--- config.mk ---
export PLATFORM = sky130hd
export DESIGN_NAME = ppfm_port_mux
export DESIGN_NICKNAME = d
export VERILOG_FILES = /design/src/ppfm_pkg.sv /design/src/ppfm_port_mux.sv /design/src/ppfm_sync.sv /design/src/ppfm_pin_cell.sv
export SDC_FILE = /design/constraint.sdc
export NUM_CORES = 1
export LEC_CHECK = 0
export ABC_CLOCK_PERIOD_IN_PS = 5270
export BUFFER_PORTS_ARGS = -buffer_cell sky130_fd_sc_hd__buf_2
export CAP_MARGIN = 0
export CORE_MARGIN = 4
export CORE_UTILIZATION = 58
export CTS_CLUSTER_SIZE = 24
export DETAILED_ROUTE_END_ITERATION = 8
export GPL_TIMING_DRIVEN = 0
export PLACE_DENSITY = 0.85
export SLEW_MARGIN = 25
export SYNTH_ARGS = -nofsm -noshare
export SYNTH_HDL_FRONTEND = slang
export SYNTH_SLANG_ARGS = --single-unit
--- constraint.sdc ---
create_clock -name pclk -period 5.27 [get_ports pclk]
set_input_delay 0.7905 -clock pclk [delete_from_list [all_inputs] [get_ports pclk]]
set_output_delay 0.7905 -clock pclk [all_outputs]
set_load 0.01 [all_outputs]
--- src/ppfm_pkg.sv ---
// Constants shared by the port pin function multiplexer.
// Assumes a 32-bit APB slave with byte addresses and one word per register.

package ppfm_pkg;

  // ************************************************************
  // Register byte offsets
  // ************************************************************
  localparam logic [7:0] A_DATA = 8'h00;
  localparam logic [7:0] A_DIR  = 8'h04;
  localparam logic [7:0] A_PULL = 8'h08;
  localparam logic [7:0] B_DATA = 8'h0c;
  localparam logic [7:0] B_DIR  = 8'h10;
  localparam logic [7:0] C_DATA = 8'h14;
  localparam logic [7:0] C_DIR  = 8'h18;
  localparam logic [7:0] C_PULL = 8'h1c;
  localparam logic [7:0] D_DATA = 8'h20;
  localparam logic [7:0] D_DIR  = 8'h24;
  localparam logic [7:0] D_PULL = 8'h28;
  localparam logic [7:0] E_DATA = 8'h2c;
  localparam logic [7:0] E_DIR  = 8'h30;
  localparam logic [7:0] FUNC_A = 8'h34;
  localparam logic [7:0] FUNC_B = 8'h38;
  localparam logic [7:0] FUNC_D = 8'h3c;
  localparam logic [7:0] FUNC_E = 8'h40;

  // ************************************************************
  // Field positions
  // ************************************************************
  localparam int unsigned KBD_LSB      = 0;
  localparam int unsigned ADC_LSB      = 8;
  localparam int unsigned TIM_EN_LSB   = 0;
  localparam int unsigned TIM_UNIT_LSB = 4;
  localparam int unsigned SPI_EN_BIT   = 8;
  localparam int unsigned CLK_EN_BIT   = 9;
  localparam int unsigned SER_EN_BIT   = 0;

  // ************************************************************
  // Pin assignments and reset values
  // ************************************************************
  localparam int unsigned SPI_N    = 4;
  localparam int unsigned TIM_N    = 4;
  localparam int unsigned TIM_PIN0 = 4;
  localparam int unsigned CLK_PIN  = 0;
  localparam int unsigned TX_PIN   = 0;
  localparam int unsigned RX_PIN   = 1;
  localparam logic [7:0]  RST_REG  = 8'h00;

endpackage

--- src/ppfm_port_mux.sv ---
// Pin function multiplexer for ports A to E with an APB register file.
// Assumes peripherals run on pclk; pad levels arrive asynchronously.
//
// Contract
// - Every pin is plain bidirectional I/O unless a function is chosen.
// - Each port A pin selects keypad input or analog channel.
// - Each port B pin may serve as an analog channel.
// - Ports A, C and D offer selectable pullups on input pins.
// - A pullup is disconnected while its pin drives as output.
// - Pullup selection is independent for every bit.
// - Low four port D pins carry SPI signals, select on pin 0.
// - Each high port D pin may carry a channel of either timer.
// - Lowest port D pin may drive out an internal clock.
// - Port E bit 1 is serial receive, bit 0 serial transmit.
//
// Our own choices: the address map and the APB register port.

module ppfm_port_mux #(
  parameter int unsigned A_W = 8,
  parameter int unsigned B_W = 8,
  parameter int unsigned C_W = 7,
  parameter int unsigned D_W = 8,
  parameter int unsigned E_W = 6
) (
  input  wire logic        pclk,
  input  wire logic        presetn,
  input  wire logic        psel,
  input  wire logic        penable,
  input  wire logic        pwrite,
  input  wire logic [7:0]  paddr,
  input  wire logic [31:0] pwdata,
  input  wire logic [3:0]  pstrb,
  output logic      [31:0] prdata,
  output logic             pready,
  output logic             pslverr,
  input  wire logic [A_W-1:0] port_a_pins_in,
  output logic      [A_W-1:0] port_a_pins_out,
  output logic      [A_W-1:0] port_a_pins_oe_n,
  output logic      [A_W-1:0] port_a_pullup,
  input  wire logic [B_W-1:0] port_b_pins_in,
  output logic      [B_W-1:0] port_b_pins_out,
  output logic      [B_W-1:0] port_b_pins_oe_n,
  input  wire logic [C_W-1:0] port_c_pins_in,
  output logic      [C_W-1:0] port_c_pins_out,
  output logic      [C_W-1:0] port_c_pins_oe_n,
  output logic      [C_W-1:0] port_c_pullup,
  input  wire logic [D_W-1:0] port_d_pins_in,
  output logic      [D_W-1:0] port_d_pins_out,
  output logic      [D_W-1:0] port_d_pins_oe_n,
  output logic      [D_W-1:0] port_d_pullup,
  input  wire logic [E_W-1:0] port_e_pins_in,
  output logic      [E_W-1:0] port_e_pins_out,
  output logic      [E_W-1:0] port_e_pins_oe_n,
  output logic      [7:0]  keypad_irq_in,
  output logic      [15:0] analog_chan_en,
  output logic      [3:0]  spi_in,
  input  wire logic [3:0]  spi_out,
  input  wire logic [3:0]  spi_oe,
  output logic      [3:0]  first_timer_in,
  input  wire logic [3:0]  first_timer_out,
  input  wire logic [3:0]  first_timer_oe,
  output logic      [3:0]  second_timer_in,
  input  wire logic [3:0]  second_timer_out,
  input  wire logic [3:0]  second_timer_oe,
  input  wire logic        clock_out_src,
  output logic             async_serial_rx,
  input  wire logic        async_serial_tx
);

  // ************************************************************
  // Registers
  // ************************************************************
  logic [A_W-1:0] a_dat_r, a_dir_r, a_pull_r;
  logic [B_W-1:0] b_dat_r, b_dir_r;
  logic [C_W-1:0] c_dat_r, c_dir_r, c_pull_r;
  logic [D_W-1:0] d_dat_r, d_dir_r, d_pull_r;
  logic [E_W-1:0] e_dat_r, e_dir_r;
  logic [7:0]     a_kbd_r, a_adc_r, b_adc_r;
  logic [3:0]     d_tim_en_r, d_tim_unit_r;
  logic           d_spi_en_r, d_clk_en_r, e_ser_en_r;
  logic [31:0]    prdata_r, rd_nxt;
  logic           pslverr_r, err_nxt;
  logic           wr_lo, wr_hi;

  logic [A_W-1:0] pa_sync;
  logic [B_W-1:0] pb_sync;
  logic [C_W-1:0] pc_sync;
  logic [D_W-1:0] pd_sync;
  logic [E_W-1:0] pe_sync;

  // Byte lanes: low lane for most fields, lane one for upper fields
  assign wr_lo = psel & penable & pwrite & pstrb[0];
  assign wr_hi = psel & penable & pwrite & pstrb[1];

  always_ff @(posedge pclk or negedge presetn) begin
    if (!presetn) begin
      a_dat_r <= A_W'(ppfm_pkg::RST_REG);
      b_dat_r <= B_W'(ppfm_pkg::RST_REG);
      c_dat_r <= C_W'(ppfm_pkg::RST_REG);
      d_dat_r <= D_W'(ppfm_pkg::RST_REG);
      e_dat_r <= E_W'(ppfm_pkg::RST_REG);
    end else if (wr_lo) begin
      case (paddr)
        ppfm_pkg::A_DATA: a_dat_r <= pwdata[A_W-1:0];
        ppfm_pkg::B_DATA: b_dat_r <= pwdata[B_W-1:0];
        ppfm_pkg::C_DATA: c_dat_r <= pwdata[C_W-1:0];
        ppfm_pkg::D_DATA: d_dat_r <= pwdata[D_W-1:0];
        ppfm_pkg::E_DATA: e_dat_r <= pwdata[E_W-1:0];
        default: ;
      endcase
    end
  end

  always_ff @(posedge pclk or negedge presetn) begin
    if (!presetn) begin
      a_dir_r <= A_W'(ppfm_pkg::RST_REG);
      b_dir_r <= B_W'(ppfm_pkg::RST_REG);
      c_dir_r <= C_W'(ppfm_pkg::RST_REG);
      d_dir_r <= D_W'(ppfm_pkg::RST_REG);
      e_dir_r <= E_W'(ppfm_pkg::RST_REG);
    end else if (wr_lo) begin
      case (paddr)
        ppfm_pkg::A_DIR: a_dir_r <= pwdata[A_W-1:0];
        ppfm_pkg::B_DIR: b_dir_r <= pwdata[B_W-1:0];
        ppfm_pkg::C_DIR: c_dir_r <= pwdata[C_W-1:0];
        ppfm_pkg::D_DIR: d_dir_r <= pwdata[D_W-1:0];
        ppfm_pkg::E_DIR: e_dir_r <= pwdata[E_W-1:0];
        default: ;
      endcase
    end
  end

  always_ff @(posedge pclk or negedge presetn) begin
    if (!presetn) begin
      a_pull_r <= A_W'(ppfm_pkg::RST_REG);
      c_pull_r <= C_W'(ppfm_pkg::RST_REG);
      d_pull_r <= D_W'(ppfm_pkg::RST_REG);
    end else if (wr_lo) begin
      case (paddr)
        ppfm_pkg::A_PULL: a_pull_r <= pwdata[A_W-1:0];
        ppfm_pkg::C_PULL: c_pull_r <= pwdata[C_W-1:0];
        ppfm_pkg::D_PULL: d_pull_r <= pwdata[D_W-1:0];
        default: ;
      endcase
    end
  end

  always_ff @(posedge pclk or negedge presetn) begin
    if (!presetn) begin
      a_kbd_r      <= ppfm_pkg::RST_REG;
      a_adc_r      <= ppfm_pkg::RST_REG;
      b_adc_r      <= ppfm_pkg::RST_REG;
      d_tim_en_r   <= ppfm_pkg::RST_REG[3:0];
      d_tim_unit_r <= ppfm_pkg::RST_REG[3:0];
      d_spi_en_r   <= 1'b0;
      d_clk_en_r   <= 1'b0;
      e_ser_en_r   <= 1'b0;
    end else begin
      if (wr_lo && paddr == ppfm_pkg::FUNC_A)
        a_kbd_r <= pwdata[ppfm_pkg::KBD_LSB +: 8];
      if (wr_hi && paddr == ppfm_pkg::FUNC_A)
        a_adc_r <= pwdata[ppfm_pkg::ADC_LSB +: 8];
      if (wr_lo && paddr == ppfm_pkg::FUNC_B)
        b_adc_r <= pwdata[7:0];
      if (wr_lo && paddr == ppfm_pkg::FUNC_D) begin
        d_tim_en_r   <= pwdata[ppfm_pkg::TIM_EN_LSB +: 4];
        d_tim_unit_r <= pwdata[ppfm_pkg::TIM_UNIT_LSB +: 4];
      end
      if (wr_hi && paddr == ppfm_pkg::FUNC_D) begin
        d_spi_en_r <= pwdata[ppfm_pkg::SPI_EN_BIT];
        d_clk_en_r <= pwdata[ppfm_pkg::CLK_EN_BIT];
      end
      if (wr_lo && paddr == ppfm_pkg::FUNC_E)
        e_ser_en_r <= pwdata[ppfm_pkg::SER_EN_BIT];
    end
  end

  // ************************************************************
  // Read path
  // ************************************************************
  // Output pins read their latch, input pins the synced pad level
  function automatic logic [31:0] mix(input logic [7:0] lat,
                                      input logic [7:0] dir,
                                      input logic [7:0] pin);
    return {24'h000000, (lat & dir) | (pin & ~dir)};
  endfunction

  always_comb begin
    rd_nxt  = 32'h00000000;
    err_nxt = 1'b0;
    case (paddr)
      ppfm_pkg::A_DATA: rd_nxt = mix(8'(a_dat_r), 8'(a_dir_r), 8'(pa_sync));
      ppfm_pkg::B_DATA: rd_nxt = mix(8'(b_dat_r), 8'(b_dir_r), 8'(pb_sync));
      ppfm_pkg::C_DATA: rd_nxt = mix(8'(c_dat_r), 8'(c_dir_r), 8'(pc_sync));
      ppfm_pkg::D_DATA: rd_nxt = mix(8'(d_dat_r), 8'(d_dir_r), 8'(pd_sync));
      ppfm_pkg::E_DATA: rd_nxt = mix(8'(e_dat_r), 8'(e_dir_r), 8'(pe_sync));
      ppfm_pkg::A_DIR:  rd_nxt = 32'(a_dir_r);
      ppfm_pkg::B_DIR:  rd_nxt = 32'(b_dir_r);
      ppfm_pkg::C_DIR:  rd_nxt = 32'(c_dir_r);
      ppfm_pkg::D_DIR:  rd_nxt = 32'(d_dir_r);
      ppfm_pkg::E_DIR:  rd_nxt = 32'(e_dir_r);
      ppfm_pkg::A_PULL: rd_nxt = 32'(a_pull_r);
      ppfm_pkg::C_PULL: rd_nxt = 32'(c_pull_r);
      ppfm_pkg::D_PULL: rd_nxt = 32'(d_pull_r);
      ppfm_pkg::FUNC_A: rd_nxt = 32'({a_adc_r, a_kbd_r});
      ppfm_pkg::FUNC_B: rd_nxt = 32'(b_adc_r);
      ppfm_pkg::FUNC_D: rd_nxt = 32'({d_clk_en_r, d_spi_en_r,
                                      d_tim_unit_r, d_tim_en_r});
      ppfm_pkg::FUNC_E: rd_nxt = 32'(e_ser_en_r);
      default:          err_nxt = 1'b1;
    endcase
  end

  // Captured in setup so prdata comes from a flop with zero wait
  always_ff @(posedge pclk or negedge presetn) begin
    if (!presetn) begin
      prdata_r  <= 32'h00000000;
      pslverr_r <= 1'b0;
    end else if (psel && !penable) begin
      prdata_r  <= pwrite ? 32'h00000000 : rd_nxt;
      pslverr_r <= err_nxt;
    end
  end

  assign prdata  = prdata_r;
  assign pslverr = pslverr_r;
  assign pready  = 1'b1;

  // ************************************************************
  // Pad synchronisers
  // ************************************************************
  ppfm_sync #(
    .W(A_W + B_W + C_W + D_W + E_W)
  ) u_sync (
    .pclk    (pclk),
    .presetn (presetn),
    .d       ({port_a_pins_in, port_b_pins_in, port_c_pins_in,
                port_d_pins_in, port_e_pins_in}),
    .q       ({pa_sync, pb_sync, pc_sync, pd_sync, pe_sync})
  );

  // ************************************************************
  // Alternate function routing
  // ************************************************************
  logic [7:0]     a_kbd_eff;
  logic [D_W-1:0] d_alt_en, d_alt_out, d_alt_oe;
  logic [E_W-1:0] e_alt_en, e_alt_out, e_alt_oe;
  logic [3:0]     tim_out, tim_oe;

  // analog wins over keypad on one pin
  assign a_kbd_eff     = a_kbd_r & ~a_adc_r;
  assign keypad_irq_in = (a_kbd_eff & 8'(pa_sync)) | ~a_kbd_eff;
  assign analog_chan_en = {a_adc_r, b_adc_r};

  assign tim_out = (d_tim_unit_r & second_timer_out) |
                   (~d_tim_unit_r & first_timer_out);
  assign tim_oe  = (d_tim_unit_r & second_timer_oe) |
                   (~d_tim_unit_r & first_timer_oe);
  assign first_timer_in  = pd_sync[ppfm_pkg::TIM_PIN0 +: ppfm_pkg::TIM_N];
  assign second_timer_in = pd_sync[ppfm_pkg::TIM_PIN0 +: ppfm_pkg::TIM_N];
  assign spi_in = pd_sync[ppfm_pkg::SPI_N-1:0];

  always_comb begin
    d_alt_en  = '0;
    d_alt_out = '0;
    d_alt_oe  = '0;
    d_alt_en[ppfm_pkg::TIM_PIN0 +: ppfm_pkg::TIM_N]  = d_tim_en_r;
    d_alt_out[ppfm_pkg::TIM_PIN0 +: ppfm_pkg::TIM_N] = tim_out;
    d_alt_oe[ppfm_pkg::TIM_PIN0 +: ppfm_pkg::TIM_N]  = tim_oe;
    d_alt_en[ppfm_pkg::SPI_N-1:0]  = {ppfm_pkg::SPI_N{d_spi_en_r}};
    d_alt_out[ppfm_pkg::SPI_N-1:0] = spi_out;
    d_alt_oe[ppfm_pkg::SPI_N-1:0]  = spi_oe;
    if (d_clk_en_r) begin
      d_alt_en[ppfm_pkg::CLK_PIN]  = 1'b1;
      d_alt_out[ppfm_pkg::CLK_PIN] = clock_out_src;
      d_alt_oe[ppfm_pkg::CLK_PIN]  = 1'b1;
    end
  end

  always_comb begin
    e_alt_en  = '0;
    e_alt_out = '0;
    e_alt_oe  = '0;
    e_alt_en[ppfm_pkg::RX_PIN]  = e_ser_en_r;
    e_alt_en[ppfm_pkg::TX_PIN]  = e_ser_en_r;
    e_alt_out[ppfm_pkg::TX_PIN] = async_serial_tx;
    e_alt_oe[ppfm_pkg::TX_PIN]  = 1'b1;
  end
  // Idle high so a disabled receiver sees a stop level
  assign async_serial_rx = e_ser_en_r ? pe_sync[ppfm_pkg::RX_PIN] : 1'b1;

  // ************************************************************
  // Pad cells
  // ************************************************************
  // pullups on ports A, C and D
  ppfm_pin_cell #(.W(A_W), .HAS_PULL(1'b1)) u_cell_a (
    .pclk      (pclk),
    .presetn   (presetn),
    .gpio_dout (a_dat_r),
    .gpio_dir  (a_dir_r),
    .pull_sel  (a_pull_r),
    .alt_en    ('0),
    .alt_out   ('0),
    .alt_oe    ('0),
    .ana_en    (A_W'(a_adc_r)),
    .pin_out   (port_a_pins_out),
    .pin_oe_n  (port_a_pins_oe_n),
    .pull_on   (port_a_pullup)
  );

  ppfm_pin_cell #(.W(B_W), .HAS_PULL(1'b0)) u_cell_b (
    .pclk      (pclk),
    .presetn   (presetn),
    .gpio_dout (b_dat_r),
    .gpio_dir  (b_dir_r),
    .pull_sel  ('0),
    .alt_en    ('0),
    .alt_out   ('0),
    .alt_oe    ('0),
    .ana_en    (B_W'(b_adc_r)),
    .pin_out   (port_b_pins_out),
    .pin_oe_n  (port_b_pins_oe_n),
    .pull_on   ()
  );

  ppfm_pin_cell #(.W(C_W), .HAS_PULL(1'b1)) u_cell_c (
    .pclk      (pclk),
    .presetn   (presetn),
    .gpio_dout (c_dat_r),
    .gpio_dir  (c_dir_r),
    .pull_sel  (c_pull_r),
    .alt_en    ('0),
    .alt_out   ('0),
    .alt_oe    ('0),
    .ana_en    ('0),
    .pin_out   (port_c_pins_out),
    .pin_oe_n  (port_c_pins_oe_n),
    .pull_on   (port_c_pullup)
  );

  ppfm_pin_cell #(.W(D_W), .HAS_PULL(1'b1)) u_cell_d (
    .pclk      (pclk),
    .presetn   (presetn),
    .gpio_dout (d_dat_r),
    .gpio_dir  (d_dir_r),
    .pull_sel  (d_pull_r),
    .alt_en    (d_alt_en),
    .alt_out   (d_alt_out),
    .alt_oe    (d_alt_oe),
    .ana_en    ('0),
    .pin_out   (port_d_pins_out),
    .pin_oe_n  (port_d_pins_oe_n),
    .pull_on   (port_d_pullup)
  );

  ppfm_pin_cell #(.W(E_W), .HAS_PULL(1'b0)) u_cell_e (
    .pclk      (pclk),
    .presetn   (presetn),
    .gpio_dout (e_dat_r),
    .gpio_dir  (e_dir_r),
    .pull_sel  ('0),
    .alt_en    (e_alt_en),
    .alt_out   (e_alt_out),
    .alt_oe    (e_alt_oe),
    .ana_en    ('0),
    .pin_out   (port_e_pins_out),
    .pin_oe_n  (port_e_pins_oe_n),
    .pull_on   ()
  );
endmodule

--- src/ppfm_sync.sv ---
// Two-stage synchroniser for pin levels.
// Assumes inputs are asynchronous levels, not pulses.

module ppfm_sync #(
  parameter int unsigned W = 8
) (
  input  wire logic         pclk,
  input  wire logic         presetn,
  input  wire logic [W-1:0] d,
  output logic      [W-1:0] q
);

  logic [W-1:0] meta_r;
  logic [W-1:0] q_r;

  // First stage feeds only the second
  always_ff @(posedge pclk or negedge presetn) begin
    if (!presetn) begin
      meta_r <= '0;
      q_r    <= '0;
    end else begin
      meta_r <= d;
      q_r    <= meta_r;
    end
  end

  assign q = q_r;

endmodule

--- src/ppfm_pin_cell.sv ---
// One port's pad control: direction, value and pullup per pin.
// Assumes alternate function inputs come from logic on pclk.

module ppfm_pin_cell #(
  parameter int unsigned W        = 8,
  parameter bit          HAS_PULL = 1'b1
) (
  input  wire logic         pclk,
  input  wire logic         presetn,
  input  wire logic [W-1:0] gpio_dout,
  input  wire logic [W-1:0] gpio_dir,
  input  wire logic [W-1:0] pull_sel,
  input  wire logic [W-1:0] alt_en,
  input  wire logic [W-1:0] alt_out,
  input  wire logic [W-1:0] alt_oe,
  input  wire logic [W-1:0] ana_en,
  output logic      [W-1:0] pin_out,
  output logic      [W-1:0] pin_oe_n,
  output logic      [W-1:0] pull_on
);

  logic [W-1:0] drive_nxt;
  logic [W-1:0] out_nxt;
  logic [W-1:0] pull_nxt;
  logic [W-1:0] out_r;
  logic [W-1:0] oe_n_r;
  logic [W-1:0] pull_r;

  always_comb begin
    drive_nxt = ~ana_en & ((alt_en & alt_oe) | (~alt_en & gpio_dir));
    out_nxt   = (alt_en & alt_out) | (~alt_en & gpio_dout);
    pull_nxt  = HAS_PULL ? (pull_sel & ~drive_nxt & ~ana_en) : '0;
  end

  always_ff @(posedge pclk or negedge presetn) begin
    if (!presetn) begin
      out_r  <= '0;
      oe_n_r <= '1;
      pull_r <= '0;
    end else begin
      out_r  <= out_nxt;
      oe_n_r <= ~drive_nxt;
      pull_r <= pull_nxt;
    end
  end

  assign pin_out  = out_r;
  assign pin_oe_n = oe_n_r;
  assign pull_on  = pull_r;
endmodule

Yosys cells after proc, flatten, opt, wreduce, memory -nomap -nowiden
Index checks and enable logic that the tools add are counted.
{"block": "word_totals", "input_bits": 112, "wordCells": 145, "regBits": 336}
{"block": "classes", "eq_ne": 16, "reduce_logical": 23, "mux": 7, "n_bitwise": 61}
{"operator": "$pmux 16 s17", "n": 1}
{"operator": "$and 8x8->8", "n": 17}
{"operator": "$not 8->8", "n": 10}
{"operator": "$eq 8x6->1 const B", "n": 8}
{"operator": "$or 8x8->8", "n": 6}
{"operator": "$eq 8x5->1 const B", "n": 4}
{"operator": "$mux 32", "n": 1}
{"operator": "$reduce_and 2->1", "n": 13}
{"operator": "$and 6x6->6", "n": 3}
{"operator": "$reduce_or 17->1", "n": 1}
{"operator": "$and 4x4->4", "n": 4}
{"operator": "$eq 8x4->1 const B", "n": 2}
{"operator": "$and 7x7->7", "n": 2}
{"operator": "$and 6x8->8", "n": 1}
{"operator": "$and 7x8->8", "n": 1}
{"operator": "$eq 8x3->1 const B", "n": 1}
{"operator": "$eq 8x7->1 const B", "n": 1}
{"operator": "$logic_not 8->1", "n": 1}
{"operator": "$not 6->8", "n": 1}
{"operator": "$not 7->8", "n": 1}
{"operator": "$or 4x4->4", "n": 2}
{"operator": "$or 6x8->8", "n": 1}
{"operator": "$or 7x8->8", "n": 1}
{"operator": "$logic_and 1x1->1", "n": 7}
{"operator": "other kinds (10)", "n": 17}

Depth between registers and ports, before layout
{"block": "logic_depth", "ltp_word": 7, "mapped_depth": 8, "depth_no_buf": 5}

By module
Synthesis repeated with hierarchy kept, for this count alone.
{"block": "unflattened", "hier_cells": 946, "hier_area_um2": 13487.9}
{"module": "ppfm_port_mux", "seq_area_each_um2": 3728.6, "n_inst": 1, "area_each_um2": 7801.2, "cells_per_inst": 625}
{"module": "ppfm_sync", "seq_area_each_um2": 1851.8, "n_inst": 1, "area_each_um2": 1851.8, "cells_per_inst": 74}
{"module": "ppfm_pin_cell (u_cell_a ...)", "seq_area_each_um2": 610.6, "n_inst": 2, "area_each_um2": 910.9, "cells_per_inst": 56}
{"module": "ppfm_pin_cell (u_cell_c)", "seq_area_each_um2": 534.3, "n_inst": 1, "area_each_um2": 797.0, "cells_per_inst": 49}
{"module": "ppfm_pin_cell (u_cell_b)", "seq_area_each_um2": 410.4, "n_inst": 1, "area_each_um2": 694.4, "cells_per_inst": 49}
{"module": "ppfm_pin_cell (u_cell_e)", "seq_area_each_um2": 307.8, "n_inst": 1, "area_each_um2": 521.8, "cells_per_inst": 37}

Least setup slack after synthesis
Ideal clock, no wire load.
{"block": "synth_timing", "path_type": "input to register", "from": "input paddr[0]", "to": "register e_dir_r[0]", "cell_stages": 5, "arrival_ns": 2.154, "path_slack_ns": 2.988, "path_buffers": 1, "path_cell_list": "buf_4 -> nor4_4 -> nand2_4 -> nor2_4 -> mux2_1"}
{"block": "synth_via", "elab_chain_len": 2}
{"element": "from (decl)", "line": "ppfm_port_mux.sv:30", "rtl": "input wire logic [7:0] paddr,"}
{"element": "$eq 8x6->1", "line": "ppfm_port_mux.sv:122", "rtl": "case (paddr)"}
{"element": "$reduce_and 2->1 (no source line)"}
{"element": "to (signal assigned)", "line": "ppfm_port_mux.sv:120", "rtl": "e_dir_r <= E_W'(ppfm_pkg::RST_REG);"}
{"element": "to (signal assigned)", "line": "ppfm_port_mux.sv:127", "rtl": "ppfm_pkg::E_DIR: e_dir_r <= pwdata[E_W-1:0];"}
{"element": "to (decl)", "line": "ppfm_port_mux.sv:77", "rtl": "logic [E_W-1:0] e_dat_r, e_dir_r;"}
Every way passes these cells.
A chain may end at the register's enable or synchronous reset.

Final worst setup path
{"block": "layout_timing", "from": "register a_adc_r[1]", "to": "output keypad_irq_in[1]"}
{"block": "layout_via", "elab_chain_len": 4}
{"element": "from (decl)", "line": "ppfm_port_mux.sv:78", "rtl": "logic [7:0] a_kbd_r, a_adc_r, b_adc_r;"}
{"element": "from (signal assigned)", "line": "ppfm_port_mux.sv:151", "rtl": "a_adc_r <= ppfm_pkg::RST_REG;"}
{"element": "from (signal assigned)", "line": "ppfm_port_mux.sv:162", "rtl": "a_adc_r <= pwdata[ppfm_pkg::ADC_LSB +: 8];"}
{"element": "$not 8->8 (*)", "line": "ppfm_port_mux.sv:251", "rtl": "assign a_kbd_eff = a_kbd_r & ~a_adc_r;"}
{"element": "$and 8x8->8 (*)", "line": "ppfm_port_mux.sv:251"}
{"element": "$and 8x8->8 or $not 8->8 (tied branches)", "line": "ppfm_port_mux.sv:252", "rtl": "assign keypad_irq_in = (a_kbd_eff & 8'(pa_sync)) | ~a_kbd_eff;"}
{"element": "$or 8x8->8 (*)", "line": "ppfm_port_mux.sv:252"}
{"element": "to (decl)", "line": "ppfm_port_mux.sv:54", "rtl": "output logic [7:0] keypad_irq_in,"}
Every way passes the cells marked *; elsewhere a longest branch is shown, timed or not.

==> flow_summary.json <==
{
  "worst-slew-pin-transition_ps": 898,
  "max_freq_mhz": 391,
  "htreeDepth": 1,
  "clock-skew-final_ps": 12.3,
  "totalWireLength_um": 35700,
  "timing_hold_violations_final": 0,
  "layout.cells.non_filler": 1460,
  "gpl_wtd_cong": 0.955,
  "seq_power_share": 0.501,
  "tritoncts": "yes",
  "maxCapViolations": 0,
  "clk_transition_reported_paths_ps": 60,
  "placedCellCount": 1402,
  "worst_path_maximum_fanout": 6,
  "combinationalPowerShare": 0.051,
  "leakage_nw": 7.65,
  "setup_slack_ps": 2710,
  "hold_path.class": "primary input to asynchronous set/reset pin",
  "start_util": 0.595,
  "synth_top_flop_cell": "dfrtp_1",
  "maximum_number_of_pins_on_one_net_before_global_route_repair": 95,
  "p_sw_frac": 0.222,
  "die-area_sq_um": 24200,
  "worst_skew_pair_later_pin_latency_ps": 560,
  "slew-limit-headroom": 0.399,
  "cts_root_buffer": "clkbuf_16",
  "power.internal_mw": 3.93,
  "layout-drive-gt1-share": 0.462,
  "wl_per_cell_um": 24.5,
  "net-switching-power_mw": 1.12,
  "syn-cell-area_sq_um": 12600,
  "ctsLongestPathBuffers": 3,
  "layout-area-overhead-vs-synth_pct": 21.6,
  "global_route_usage_over_all_layers": 0.292,
  "setup_repair_after_global_routing_missed_its_margin": "false",
  "synth-async-reset-ratio": 1.00,
  "synth-seq-area-share": 0.638,
  "antenna_found_initial": 0,
  "p_total_mw": 5.05,
  "fin_tns_setup_ps": 0,
  "drcViolationCount": 0,
  "clock_power_share": 0.448,
  "synth_edf_count": 0,
  "cts_buffers": 31,
  "timing.reg2reg.worst_path_depth": 5,
  "status": "complete, no violations",
  "final.period_utilization": 0.485,
  "top_level_ports": 280,
  "clock_sink_count": 320,
  "dr.first_iter.drc_count": 720,
  "die_height_um": 155,
  "timing.final.crit_period_ps": 2560,
  "setup_viol": 0,
  "post-route-util": 0.723,
  "core_region_area_sq_um": 21200,
  "first_global_vias": 8821,
  "worst_ir_drop_vdd_uv": 282,
  "critPathKind": "flip-flop to primary output",
  "detailroute.via_count": 8583,
  "timing_max_transition_violations_final": 0,
  "nets": 1272,
  "synth.lib_cells_used.distinct": 68,
  "slowest_stage": "or3b_2",
  "cp_data_arrival_time_ps": 1770,
  "firstDrtPassIters": 6,
  "standard_cell_row_count": 53,
  "cts_hold_repair.buffers": 0,
  "dp_hpwl_um": 24600,
  "diodes": 0,
  "ys_warn_count": 0,
  "synthCells": 871,
  "path_cells": "or3b_2 -> buf_2",
  "die_w_um": 155,
  "resized_cells_post_cts": 0,
  "critical_path.endpoint_type": "primary output",
  "critPathLaunchType": "flip-flop",
  "globalRouteOverflowTotal": 0,
  "io_buffer_count": 238,
  "worst-endpoint-required_ps": 4480,
  "crit_path_max_incr_delay_ps": 550,
  "route.detailed.vias_per_inst": 5.88,
  "ant_nets": 0,
  "first_pass_grt_wire_length_um": 53200,
  "detailedPlace.worstSlack_ps": 2390,
  "number_of_post_cts_setup_repair_buffers": 0,
  "syn-mean-instance-area_sq_um": 14.5,
  "synth-seq-cells": 320,
  "cellPowerDensity_nw_per_um2": 329
}
-- final cells by class --
cell class | instances | area (sq um)
Inverter | 12 | 45.0
Clock buffer | 47 | 906
Tap cell | 275 | 344
Clock inverter | 11 | 138
Timing Repair Buffer | 241 | 1280
Fill cell | 1413 | 5880
Multi-Input combinational cell | 492 | 4180
Buffer | 62 | 397
Sequential cell | 320 | 8050
-- final timing paths --
kind	from	endpoint	slack, ps
hold reg to reg	u_sync.meta_r[15]	u_sync.q[15]	340
hold / removal	presetn	u_sync.meta_r[31]	130
setup reg to reg	a_dir_r[2]	prdata[2]	3420
max in group asynchronous	presetn	u_cell_e.pin_oe_n[0]	3910
setup / recovery	a_adc_r[1]	keypad_irq_in[1]	2710
min in group pclk	port_e_pins_in[5]	u_sync.meta_r[5]	330
-- synth_stat cells, types with 15 or more instances --
library cell / count / area share
o21ai_0: 26 / 0.010
buf_4: 29 / 0.017
mux2i_1: 29 / 0.023
dfstp_2: 37 / 0.077
nor2_1: 15 / 0.0045
nand2_1: 41 / 0.012
nand2b_1: 19 / 0.0094
nand3_1: 15 / 0.0059
mux2_1: 20 / 0.018
mux2_2: 126 / 0.11
dfrtp_1: 283 / 0.56
a21oi_1: 17 / 0.0067
-- critical path: cells and delay by family (launching register included) --
family	cells	cell delay, ps
flip-flops	1	500
buffers and inverters	1	160
AND/OR/NAND/NOR	1	550
-- cell usage in the layout (no fill, tap or decap), drive strengths merged, types with 5 or more instances in the layout --
| cell | Yosys | final |
|---|---|---|
| clkinv | 0 | 7 |
| nor2 | 30 | 30 |
| nand3 | 16 | 16 |
| nand2b | 19 | 19 |
| inv | 12 | 13 |
| nor2b | 9 | 9 |
| mux4 | 7 | 7 |
| a31oi | 5 | 5 |
| mux2 | 146 | 146 |
| or3b | 9 | 9 |
| nand2 | 43 | 43 |
| and3 | 5 | 5 |
| o22ai | 6 | 6 |
| a22oi | 11 | 11 |
| a21oi | 17 | 17 |
| nor3b | 11 | 11 |
| buf | 48 | 289 |
| a32oi | 5 | 5 |
| a22o | 11 | 11 |
| dfrtp | 283 | 283 |
| o211ai | 5 | 5 |
| conb | 2 | 17 |
| clkbuf | 14 | 61 |
| dfstp | 37 | 37 |
| mux2i | 29 | 29 |
| and2 | 8 | 8 |
| nor3 | 5 | 5 |
| o21ai | 32 | 32 |
-- metrics by stage --
stage	hold WS (ps)	cell area, sq um
2_1_floorplan	331	12700
3_3_place_gp	332	14200
3_5_place_dp	335	14300
4_1_cts	127	15300
5_1_grt	139	15300
6_report	126	15300
-- per-layer routing --
metal	wire length [um]	vias to the layer above	track usage
li1	-	3653	-
met1	13700	4296	0.395
met2	17000	522	0.467
met3	3570	112	0.0595
met4	1490	0	0.118
met5	0	-	0
-- power groups by stage --
stage               clock network [mW]  logic [mW]  registers, mW
floorplan                            0       0.106           2.57
global placement                     0       0.244           2.57
detailed placement                   0       0.257           2.57
CTS                               2.28       0.258           2.53
global route                      2.40       0.281           2.53
finish                            2.26       0.260           2.53
-- kinds of logic after synthesis --
group / Yosys count / share of synthesized area
flip-flops: 320 / 0.638
other: 2 / 0.000595
AO/OA/AOI/OAI: 112 / 0.0607
AND/OR/NAND/NOR: 181 / 0.0996
multiplexers: 182 / 0.166
buffers and inverters: 74 / 0.0350
Power figures use the tool's default switching activity.
